==> src/hdl/scm_pkg.sv <==
// package: register map, field layout and constants of the clock mode selector
package scm_pkg;
   // ----------------------------------------
   // register byte offsets
   // ----------------------------------------
   localparam logic [7:0] CONFIG_OFFSET  = 8'h00;
   localparam logic [7:0] GLOBAL_OFFSET  = 8'h04;
   localparam logic [7:0] DIV_LOW_OFFSET = 8'h08;
   localparam logic [7:0] DIV_HIGH_OFFSET = 8'h0C;
   localparam logic [7:0] STATUS_OFFSET  = 8'h10;
   // ----------------------------------------
   // field positions
   // ----------------------------------------
   localparam int CM_LSB     = 0;
   localparam int CM_MSB     = 2;
   localparam int SSEL_BIT   = 3;
   localparam int TOE_BIT    = 4;
   localparam int BCR_BIT    = 5;
   localparam int XTRANS_BIT = 6;
   localparam int OSCILLATOR_POWER_DOWN_BIT  = 0;
   // ----------------------------------------
   // reset values
   // ----------------------------------------
   localparam logic [6:0]  CONFIG_RESET = 7'h00;
   localparam logic        OSCILLATOR_POWER_DOWN_RESET  = 1'h1;
   localparam logic [11:0] DIV_RESET    = 12'h000;
   // ----------------------------------------
   // counts
   // ----------------------------------------
   localparam logic [3:0] DIV16_LAST  = 4'hF;
   localparam logic [3:0] SAMPLE_A    = 4'h7;
   localparam logic [3:0] SAMPLE_B    = 4'h8;
   localparam logic [3:0] SAMPLE_LAST = 4'h9;
   localparam logic [2:0] BYTE_REST   = 3'h7;
   // ----------------------------------------
   // synchroniser lanes
   // ----------------------------------------
   localparam int IN_RX_CLOCK_PIN  = 0;
   localparam int IN_TX_CLOCK_PIN  = 1;
   localparam int IN_XTAL   = 2;
   localparam int IN_CD     = 3;
   localparam int IN_RXGATE = 4;
   localparam int IN_TXGATE = 5;
   localparam int IN_FSC    = 6;
   localparam int IN_TXOCT  = 7;
   localparam int IN_RXOCT  = 8;
   localparam int IN_RXDATA = 9;
   localparam int NUM_IN    = 10;
   // ----------------------------------------
   // bus answers and mode codes
   // ----------------------------------------
   localparam logic [1:0] RESP_OKAY   = 2'h0;
   localparam logic [1:0] RESP_SLVERR = 2'h2;
   typedef enum logic [2:0] {MODE_0, MODE_1, MODE_2, MODE_3,
                             MODE_4, MODE_5, MODE_6, MODE_7} scm_mode_type;
endpackage : scm_pkg

==> src/hdl/scm_clock_select.sv <==
// module: per-channel clock source and strobe selection with AXI4-Lite registers
// Operation
// - mode field plus source-select bit choose one of fourteen clock modes
// - mode 0: receive from rx pin; transmit from tx pin or crystal-fed generator
// - mode 0b with output enable drives generated transmit clock on tx pin
// - mode 1: rx pin clocks both; carrier detect and tx pin are bit strobes
// - extended transparent mode 1: one strobe permits a whole byte
// - mode 2: generator from rx pin feeds loop at 16x; loop clocks receiver
// - mode 2 transmit: tx pin in 2a, generator/16 in 2b, may drive out
// - mode 3: generator from rx pin; 3a loop clocks both, 3b generator both
// - mode 4: separate pin clocks; gate inputs enable each direction per bit
// - mode 5: slot strobes internal, frame or octet sync inputs synchronise
// - output enable: tx pin shows transmit clock, or slot control in mode 5a
// - mode 6b: transmit is generator/16, generator fed by crystal oscillator
// - loop receive modes: receive clock is loop input divided by 16
// - software should clear oscillator power-down in modes 0b, 6 and 7
// - one oscillator serves channels; crystal pin may take an external clock
// - asynchronous rate bit divides receive clock by 16 in 0a, 0b, 1, 3b, 7b; transmit clock only in 1, 3b, 7b
// - rate bit set: three samples per bit, majority decides
// - rate bit has no effect in modes 2, 3a, 4, 5, 6, 7a
// - loop always sourced from own generator, divider from two registers
`timescale 1ns/100ps
`default_nettype none
module scm_clock_select (
   input  wire logic              clk,
   input  wire logic              rst_n,
   input  wire logic [7:0]        awaddr,
   input  wire logic              awvalid,
   output logic                   awready,
   input  wire logic [31:0]       wdata,
   input  wire logic [3:0]        wstrb,
   input  wire logic              wvalid,
   output logic                   wready,
   output logic [1:0]             bresp,
   output logic                   bvalid,
   input  wire logic              bready,
   input  wire logic [7:0]        araddr,
   input  wire logic              arvalid,
   output logic                   arready,
   output logic [31:0]            rdata,
   output logic [1:0]             rresp,
   output logic                   rvalid,
   input  wire logic              rready,
   input  wire logic              rxClockPin,
   input  wire logic              txClockPinIn,
   output logic                   txClockPinOut,
   output logic                   txClockPinOe,
   input  wire logic              crystalInputPin,
   input  wire logic              carrierDetectPin,
   input  wire logic              rxClockGate,
   input  wire logic              txClockGate,
   input  wire logic              frameSyncInput,
   input  wire logic              txOctetSync,
   input  wire logic              rxOctetSync,
   input  wire logic              rxSerialData,
   input  wire logic              rxSlotStrobe,
   input  wire logic              txSlotStrobe,
   output logic                   recTick,
   output logic                   recEnable,
   output logic                   trmTick,
   output logic                   trmEnable,
   output logic                   rxBit,
   output logic                   rxBitValid,
   output logic                   rxSyncPulse,
   output logic                   txSyncPulse,
   output logic                   oscillatorPowerDown
);
   import scm_pkg::*;

   // ----------------------------------------
   // state
   // ----------------------------------------
   typedef struct packed {
      logic [NUM_IN-1:0] sync1;
      logic [NUM_IN-1:0] sync2;
      logic [NUM_IN-1:0] prev;
      logic [6:0]        cfg;
      logic              oscillator_power_down;
      logic [11:0]       div;
      logic [11:0]       brgCount;
      logic              brgTick;
      logic [3:0]        div16Count;
      logic              div16Tick;
      logic [3:0]        recBcrCount;
      logic [3:0]        trmBcrCount;
      logic [1:0]        votes;
      logic              recTick;
      logic              trmTick;
      logic              recEn;
      logic              trmEn;
      logic [2:0]        recLeft;
      logic [2:0]        trmLeft;
      logic              rxBit;
      logic              rxBitValid;
      logic              txLevel;
      logic              txOut;
      logic              txOe;
      logic              rxSync;
      logic              txSync;
      logic              oscWarn;
      logic              awready;
      logic              wready;
      logic              haveAw;
      logic              haveW;
      logic [7:0]        awAddr;
      logic [7:0]        wData;
      logic              wLane0;
      logic              bvalid;
      logic [1:0]        bresp;
      logic              arready;
      logic              rvalid;
      logic [31:0]       rdata;
      logic [1:0]        rresp;
   } scm_state_type;

   localparam scm_state_type RESET_STATE = '{cfg: CONFIG_RESET, oscillator_power_down: OSCILLATOR_POWER_DOWN_RESET,
                                             div: DIV_RESET, default: '0};

   scm_state_type s_reg;
   scm_state_type s_next;

   // ----------------------------------------
   // mode decode
   // ----------------------------------------
   scm_mode_type      mode;
   logic              ssel, tx_clock_output_enable, bit_clock_rate_bit, xtrans;
   logic [NUM_IN-1:0] rise;
   logic              rxE, txE, xE, rxd, majNow, tsMode, xByte;
   logic              brgSrc, recSrc, trmSrc, recBcrOn, trmBcrOn;
   logic              hasOut, needOsc, recGate, trmGate;

   // mode field and source select taken together
   assign mode   = scm_mode_type'(s_reg.cfg[CM_MSB:CM_LSB]);
   assign ssel   = s_reg.cfg[SSEL_BIT];
   assign tx_clock_output_enable    = s_reg.cfg[TOE_BIT];
   assign bit_clock_rate_bit    = s_reg.cfg[BCR_BIT];
   assign xtrans = s_reg.cfg[XTRANS_BIT];
   // edges only from the second and third flops, never the first
   assign rise   = s_reg.sync2 & ~s_reg.prev;
   assign rxE    = rise[IN_RX_CLOCK_PIN];
   assign txE    = rise[IN_TX_CLOCK_PIN];
   assign xE     = rise[IN_XTAL];
   assign rxd    = s_reg.sync2[IN_RXDATA];
   assign majNow = (s_reg.votes[0] & s_reg.votes[1]) | (s_reg.votes[0] & rxd)
                 | (s_reg.votes[1] & rxd);
   assign tsMode = (mode == MODE_5) && !ssel;
   assign xByte  = (mode == MODE_1) && xtrans;
   // crystal pin feeds the generator whether oscillator or external clock
   assign needOsc = ((mode == MODE_0) && ssel) || (mode == MODE_6) || (mode == MODE_7);

   // source of each tick per mode
   always_comb begin
      brgSrc = 1'b0;
      recSrc = 1'b0;
      trmSrc = 1'b0;
      hasOut = 1'b0;
      case (mode)
         MODE_0: begin
            brgSrc = xE;
            recSrc = rxE;
            trmSrc = ssel ? s_reg.brgTick : txE;
            hasOut = ssel;
         end
         MODE_1: begin
            recSrc = rxE;
            trmSrc = rxE;
         end
         MODE_2, MODE_6: begin
            brgSrc = (mode == MODE_2) ? rxE : xE;
            recSrc = s_reg.div16Tick;
            trmSrc = ssel ? s_reg.div16Tick : txE;
            hasOut = ssel;
         end
         MODE_3, MODE_7: begin
            brgSrc = (mode == MODE_3) ? rxE : xE;
            recSrc = ssel ? s_reg.brgTick : s_reg.div16Tick;
            trmSrc = ssel ? s_reg.brgTick : s_reg.div16Tick;
            hasOut = 1'b1;
         end
         MODE_4: begin
            recSrc = rxE;
            trmSrc = txE;
         end
         MODE_5: begin
            recSrc = rxE;
            trmSrc = ssel ? txE : rxE;
            hasOut = !ssel;
         end
         default: begin
            brgSrc = 1'b0;
         end
      endcase
   end

   // divide-by-16 only where the rate bit applies
   assign recBcrOn = bit_clock_rate_bit && ((mode == MODE_0) || (mode == MODE_1)
                   || (((mode == MODE_3) || (mode == MODE_7)) && ssel));
   assign trmBcrOn = bit_clock_rate_bit && ((mode == MODE_1)
                   || (((mode == MODE_3) || (mode == MODE_7)) && ssel));

   // per-bit permission: strobes, gates, or slot strobes
   assign recGate = (mode == MODE_1) ? s_reg.sync2[IN_CD]
                  : (mode == MODE_4) ? s_reg.sync2[IN_RXGATE]
                  : (mode == MODE_5) ? rxSlotStrobe : 1'b1;
   assign trmGate = (mode == MODE_1) ? s_reg.sync2[IN_TX_CLOCK_PIN]
                  : (mode == MODE_4) ? s_reg.sync2[IN_TXGATE]
                  : (mode == MODE_5) ? txSlotStrobe : 1'b1;

   // ----------------------------------------
   // next state
   // ----------------------------------------
   always_comb begin
      s_next = s_reg;
      // two-flop synchronisers, third flop for edges
      s_next.sync1 = {rxSerialData, rxOctetSync, txOctetSync, frameSyncInput, txClockGate,
                      rxClockGate, carrierDetectPin, crystalInputPin, txClockPinIn,
                      rxClockPin};
      s_next.sync2 = s_reg.sync1;
      s_next.prev  = s_reg.sync2;

      // generator counts source edges, divider from two registers
      s_next.brgTick   = 1'b0;
      s_next.div16Tick = 1'b0;
      if (brgSrc) begin
         if (s_reg.brgCount >= s_reg.div) begin
            s_next.brgCount = 12'h000;
            s_next.brgTick  = 1'b1;
         end else begin
            s_next.brgCount = s_reg.brgCount + 12'h001;
         end
      end
      // loop and transmit divide the generator by 16
      if (s_reg.brgTick) begin
         s_next.div16Count = s_reg.div16Count + 4'h1;
         s_next.div16Tick  = (s_reg.div16Count == DIV16_LAST);
      end

      // receive tick, with 3-sample majority when divided
      s_next.recTick    = 1'b0;
      s_next.rxBitValid = 1'b0;
      if (!recBcrOn) begin
         s_next.recBcrCount = 4'h0;
         if (recSrc) begin
            s_next.recTick    = 1'b1;
            s_next.rxBit      = rxd;
            s_next.rxBitValid = 1'b1;
         end
      end else if (recSrc) begin
         s_next.recBcrCount = s_reg.recBcrCount + 4'h1;
         s_next.recTick     = (s_reg.recBcrCount == DIV16_LAST);
         if (s_reg.recBcrCount == SAMPLE_A) begin
            s_next.votes[0] = rxd;
         end
         if (s_reg.recBcrCount == SAMPLE_B) begin
            s_next.votes[1] = rxd;
         end
         if (s_reg.recBcrCount == SAMPLE_LAST) begin
            s_next.rxBit      = majNow;
            s_next.rxBitValid = 1'b1;
         end
      end

      // transmit tick
      s_next.trmTick = 1'b0;
      if (!trmBcrOn) begin
         s_next.trmBcrCount = 4'h0;
         s_next.trmTick     = trmSrc;
      end else if (trmSrc) begin
         s_next.trmBcrCount = s_reg.trmBcrCount + 4'h1;
         s_next.trmTick     = (s_reg.trmBcrCount == DIV16_LAST);
      end

      // enables latched per bit; byte grant in transparent mode 1
      if (s_next.recTick) begin
         if (xByte && (s_reg.recLeft != 3'h0)) begin
            s_next.recEn   = 1'b1;
            s_next.recLeft = s_reg.recLeft - 3'h1;
         end else begin
            s_next.recEn   = recGate;
            s_next.recLeft = (xByte && recGate) ? BYTE_REST : 3'h0;
         end
      end
      if (s_next.trmTick) begin
         if (xByte && (s_reg.trmLeft != 3'h0)) begin
            s_next.trmEn   = 1'b1;
            s_next.trmLeft = s_reg.trmLeft - 3'h1;
         end else begin
            s_next.trmEn   = trmGate;
            s_next.trmLeft = (xByte && trmGate) ? BYTE_REST : 3'h0;
         end
      end

      // sync inputs in mode 5: frame sync in 5a, octet syncs in 5b
      s_next.txSync = (mode == MODE_5) && (ssel ? rise[IN_TXOCT] : rise[IN_FSC]);
      s_next.rxSync = (mode == MODE_5) && (ssel ? rise[IN_RXOCT] : rise[IN_FSC]);

      // tx pin: effective transmit clock, or active-low slot window
      if (s_next.trmTick) begin
         s_next.txLevel = !s_reg.txLevel;
      end
      s_next.txOut = tsMode ? !txSlotStrobe : s_next.txLevel;
      s_next.txOe  = tx_clock_output_enable && hasOut;

      // flag for software: oscillator still powered down
      s_next.oscWarn = s_reg.oscillator_power_down && needOsc;

      // write channel: address and data in either order
      if (s_reg.bvalid && bready) begin
         s_next.bvalid = 1'b0;
      end
      if (awvalid && s_reg.awready) begin
         s_next.haveAw = 1'b1;
         s_next.awAddr = awaddr;
      end
      if (wvalid && s_reg.wready) begin
         s_next.haveW  = 1'b1;
         s_next.wData  = wdata[7:0];
         s_next.wLane0 = wstrb[0];
      end
      if (s_reg.haveAw && s_reg.haveW && !s_reg.bvalid) begin
         s_next.haveAw = 1'b0;
         s_next.haveW  = 1'b0;
         s_next.bvalid = 1'b1;
         s_next.bresp  = RESP_OKAY;
         case (s_reg.awAddr)
            CONFIG_OFFSET: begin
               if (s_reg.wLane0) s_next.cfg = s_reg.wData[6:0];
            end
            GLOBAL_OFFSET: begin
               if (s_reg.wLane0) s_next.oscillator_power_down = s_reg.wData[OSCILLATOR_POWER_DOWN_BIT];
            end
            DIV_LOW_OFFSET: begin
               if (s_reg.wLane0) s_next.div[7:0] = s_reg.wData;
            end
            DIV_HIGH_OFFSET: begin
               if (s_reg.wLane0) s_next.div[11:8] = s_reg.wData[3:0];
            end
            STATUS_OFFSET: begin
               s_next.bresp = RESP_OKAY;
            end
            default: begin
               s_next.bresp = RESP_SLVERR;
            end
         endcase
      end
      s_next.awready = !s_next.haveAw && !s_next.bvalid;
      s_next.wready  = !s_next.haveW && !s_next.bvalid;

      // read channel: one outstanding read
      if (s_reg.rvalid && rready) begin
         s_next.rvalid = 1'b0;
      end
      if (arvalid && s_reg.arready) begin
         s_next.rvalid = 1'b1;
         s_next.rresp  = RESP_OKAY;
         s_next.rdata  = 32'h0000_0000;
         case (araddr)
            CONFIG_OFFSET:   s_next.rdata[6:0]  = s_reg.cfg;
            GLOBAL_OFFSET:   s_next.rdata[0]    = s_reg.oscillator_power_down;
            DIV_LOW_OFFSET:  s_next.rdata[7:0]  = s_reg.div[7:0];
            DIV_HIGH_OFFSET: s_next.rdata[3:0]  = s_reg.div[11:8];
            STATUS_OFFSET:   s_next.rdata[3:0]  = {s_reg.txOe, s_reg.trmEn,
                                                   s_reg.recEn, s_reg.oscWarn};
            default:         s_next.rresp       = RESP_SLVERR;
         endcase
      end
      s_next.arready = !s_next.rvalid;
   end

   // state register
   always_ff @(posedge clk or negedge rst_n) begin
      if (!rst_n) begin
         s_reg <= RESET_STATE;
      end else begin
         s_reg <= s_next;
      end
   end

   // ----------------------------------------
   // outputs
   // ----------------------------------------
   assign awready             = s_reg.awready;
   assign wready              = s_reg.wready;
   assign bresp               = s_reg.bresp;
   assign bvalid              = s_reg.bvalid;
   assign arready             = s_reg.arready;
   assign rdata               = s_reg.rdata;
   assign rresp               = s_reg.rresp;
   assign rvalid              = s_reg.rvalid;
   assign txClockPinOut       = s_reg.txOut;
   assign txClockPinOe        = s_reg.txOe;
   assign recTick             = s_reg.recTick;
   assign recEnable           = s_reg.recEn;
   assign trmTick             = s_reg.trmTick;
   assign trmEnable           = s_reg.trmEn;
   assign rxBit               = s_reg.rxBit;
   assign rxBitValid          = s_reg.rxBitValid;
   assign rxSyncPulse         = s_reg.rxSync;
   assign txSyncPulse         = s_reg.txSync;
   assign oscillatorPowerDown = s_reg.oscillator_power_down;
endmodule : scm_clock_select
`default_nettype wire

==> config.mk <==
export PLATFORM = sky130hd
export DESIGN_NAME = scm_clock_select
export DESIGN_NICKNAME = d
export VERILOG_FILES = /design/src/hdl/scm_pkg.sv /design/src/hdl/scm_clock_select.sv
export SDC_FILE = /design/constraint.sdc
export NUM_CORES = 1
export LEC_CHECK = 0
export ABC_CLOCK_PERIOD_IN_PS = 2550
export CAP_MARGIN = 20
export CORE_AREA = 5 5 148 150
export CTS_CLUSTER_DIAMETER = 50
export DETAILED_ROUTE_END_ITERATION = 8
export DIE_AREA = 0 0 153 155
export DONT_BUFFER_PORTS = 1
export PLACE_DENSITY = 0.54
export SYNTH_ARGS = -nofsm -noshare
export SYNTH_HDL_FRONTEND = slang
export SYNTH_SLANG_ARGS = --single-unit
==> constraint.sdc <==
create_clock -name clk -period 2.55 [get_ports clk]
set_input_delay 0.3825 -clock clk [delete_from_list [all_inputs] [get_ports clk]]
set_output_delay 0.3825 -clock clk [all_outputs]
set_load 0.02 [all_outputs]
==> impl_metrics.ini <==
[status]
outcome = complete, but fails checks
failing_checks = negative hold slack

[sta]
rsz_0062_raised_after_global_routing = no
timing.final.crit_period_ps = 2200
skew_ps = 7.37
timing_worst_slew_pin_value_ps = 704
peak_clock_frequency_supported_by_timing_ghz = 0.454
fin_setup_tns_ps = 0
fin_crit_sh_pct = 86.3
setup_viol_count_final = 0
worst_slew_margin_rel_pct = 52.8
timing.hold.ws_ps = -326
final-hold-violation-count = 126
slew_viol_final = 0

[clock_network]
clock_tree.root_cell = sky130_fd_sc_hd__clkbuf_16
holdBufCountCts = 10
clock_sink_count = 126
cts_setup_buffers = 0
path_clk_slew_ps = 50
cts_max_path_bufs = 2
cts_made_buffers = 17
cts_resized = 0
htreeDepth = 4
clkLatencyLatePin_ps = 410
cts_tree = built

[run]
cap_viol_max_count = 0

[synthesis]
ys_types = 63
post_synth_instance_area_sq_um = 6030
netlist.area_leader.share_pct = 51.8
ys_ff_latch = 126
netlist_instances = 552
yosysWarningCount = 0
count_of_flip_flops_with_a_built_in_enable_after_synthesis = 0
synthArstFlopShare_pct = 100
synth-main-ff-cell = sky130_fd_sc_hd__dfrtp_1
synth.area.top_cells = sky130_fd_sc_hd__dfrtp_1, sky130_fd_sc_hd__mux2_2, sky130_fd_sc_hd__ha_1
syn-mean-instance-area_sq_um = 10.9
synth-seq-area-share_pct = 52.3
most_frequently_used_cell_type_in_the_post_synthesis_netlist = sky130_fd_sc_hd__dfrtp_1
synth_top_area_cell = sky130_fd_sc_hd__dfrtp_1
synth_common_cells = sky130_fd_sc_hd__dfrtp_1, sky130_fd_sc_hd__mux2_2, sky130_fd_sc_hd__nand2_1

[final_layout]
largest_reg_flops = 76
finish.net_count = 655
layout-drive-gt1-share_pct = 16.2
utilization_pct = 33.5
area_overhead_vs_synth_pct = 14.0
diodes = 0

[floorplanning]
floorplan.core_area_sq_um = 20600
pin_count = 123
chipHeight_microns = 155
start_util_pct = 29.4
die_x_microns = 153
die_area_sq_um = 23700
core.rowCount = 53

[critical_path]
crit_fanout = 11
critical_path_required_ps = 2860
crit_type = flop to flop
timing.critical_path.from_type = flop
cp.arrival_ps = 2510
endpoint_kind = flop

[power_and_ir_drop]
power-per-cell-area_nw_per_um2 = 897
highest_ir_drop_seen_on_vdd_uv = 405
cellLeakagePower_nw = 2.99

[grt]
gr-total-overflow = 0
first_global_vias = 4284
antenna_violations_before_repair = 2
wire_length_of_the_first_global_routing_pass_microns = 22100
grt_start_max_net_pins = 127
grtUsageTotal_pct = 11.7

[drt]
detail_route.vias_per_cell = 4.78
first_iter_violations = 230
vias = 4065
drt-wirelength-per-cell_microns = 15.4
firstDrtPassIters = 4
postRouteWirelength_microns = 13100
drtAntennaViolNets = 0
residual_drc_count = 0

[placed_design]
io_buffers = 0
detailed_place_hpwl_microns = 9580
place_congestion = 0.806

[worst_hold_path]
hold_path_class = input port to async pin
-- stage by stage --
stage	area, sq um	hold slack, ps	power (mW)	setup WS [ps]	std cells
6_report	6880	-326	6.17	348	850
5_1_grt	6880	-360	6.52	51.9	850
4_1_cts	6880	-356	6.27	301	850
3_5_place_dp	6190	96.1	3.84	337	808
3_3_place_gp	6190	95.7	3.78	396	808
2_1_floorplan	6130	86.9	3.55	608	577
-- worst paths after layout --
check / from / endpoint / slack, ps / depth (start not counted)
max in group asynchronous: rst_n / oscillatorPowerDown / 2590 / 0
worst min register to register: s_next[141] / s_next[131] / 350 / 0
worst max-delay path: mode[1] / s_reg[103] / 350 / 5
worst min-delay path: rst_n / wready / -330 / 0
worst max register to register: mode[1] / s_reg[103] / 350 / 5
min in group clk: wvalid / wready / 60 / 1
-- metal layers --
layer / vias to the layer above / wire length, microns / GRT usage [%]
met2: 120 / 5930 / 17.8
met5: - / 21 / 0
li1: 1924 / - / -
met1: 2001 / 5890 / 14.6
met3: 16 / 1040 / 4.92
met4: 4 / 239 / 4.96
-- kinds of logic (layout without fill, tap and decap cells) --
group           after synthesis  after routing  share of synthesized area, %
other cells                   1             26                        0.0621
buf+inv                      90             88                          8.04
compound gates               99             99                          10.9
simple gates                154            154                          13.4
fa+ha+maj                    23             23                          4.73
mux                          53             53                          9.64
xor+xnor                      6              6                         0.871
flops                       126            126                          52.3
-- where the power goes --
part | internal [mW] | total, mW | switching (mW) | leakage (nW)
registers | 2.35 | 2.80 | 0.447 | 1.60
logic | 0.467 | 1.00 | 0.533 | 1.12
clock network | 1.47 | 2.37 | 0.904 | 0.276
-- worst max-delay path, cell delays in order, from the launching register on --
cell and delay (ps):
sky130_fd_sc_hd__dfrtp_1 490, sky130_fd_sc_hd__buf_4 220, sky130_fd_sc_hd__nor3_1 360, sky130_fd_sc_hd__a211oi_1 190, sky130_fd_sc_hd__nand3b_1 470, sky130_fd_sc_hd__o31ai_1 370
-- cell type report --
cell class                 instances  area (sq um)
clock buffer                      19           443
clock inverter                    13           140
fill                            2086         13700
inverter                          37           139
multi-input combinational        361          2490
sequential                       126          3150
tap                              275           344
timing repair buffer              19           168
-- layout by cell type (no fill, tap or decap), drive strengths merged, types with 6 or more instances in the layout --
| master | Yosys | final |
|---|---|---|
| a21oi | 23 | 23 |
| clkbuf | 11 | 19 |
| inv | 37 | 39 |
| a31oi | 12 | 12 |
| nand2 | 40 | 40 |
| nand4 | 9 | 9 |
| buf | 42 | 9 |
| o22ai | 8 | 8 |
| and3 | 7 | 7 |
| nor2 | 33 | 33 |
| dlygate4sd3 | 0 | 10 |
| mux2i | 12 | 12 |
| dfrtp | 125 | 125 |
| ha | 22 | 22 |
| nand3b | 6 | 6 |
| nand3 | 22 | 22 |
| mux2 | 41 | 41 |
| o21ai | 24 | 24 |
| conb | 1 | 26 |
(Power assumes the default switching activity.)
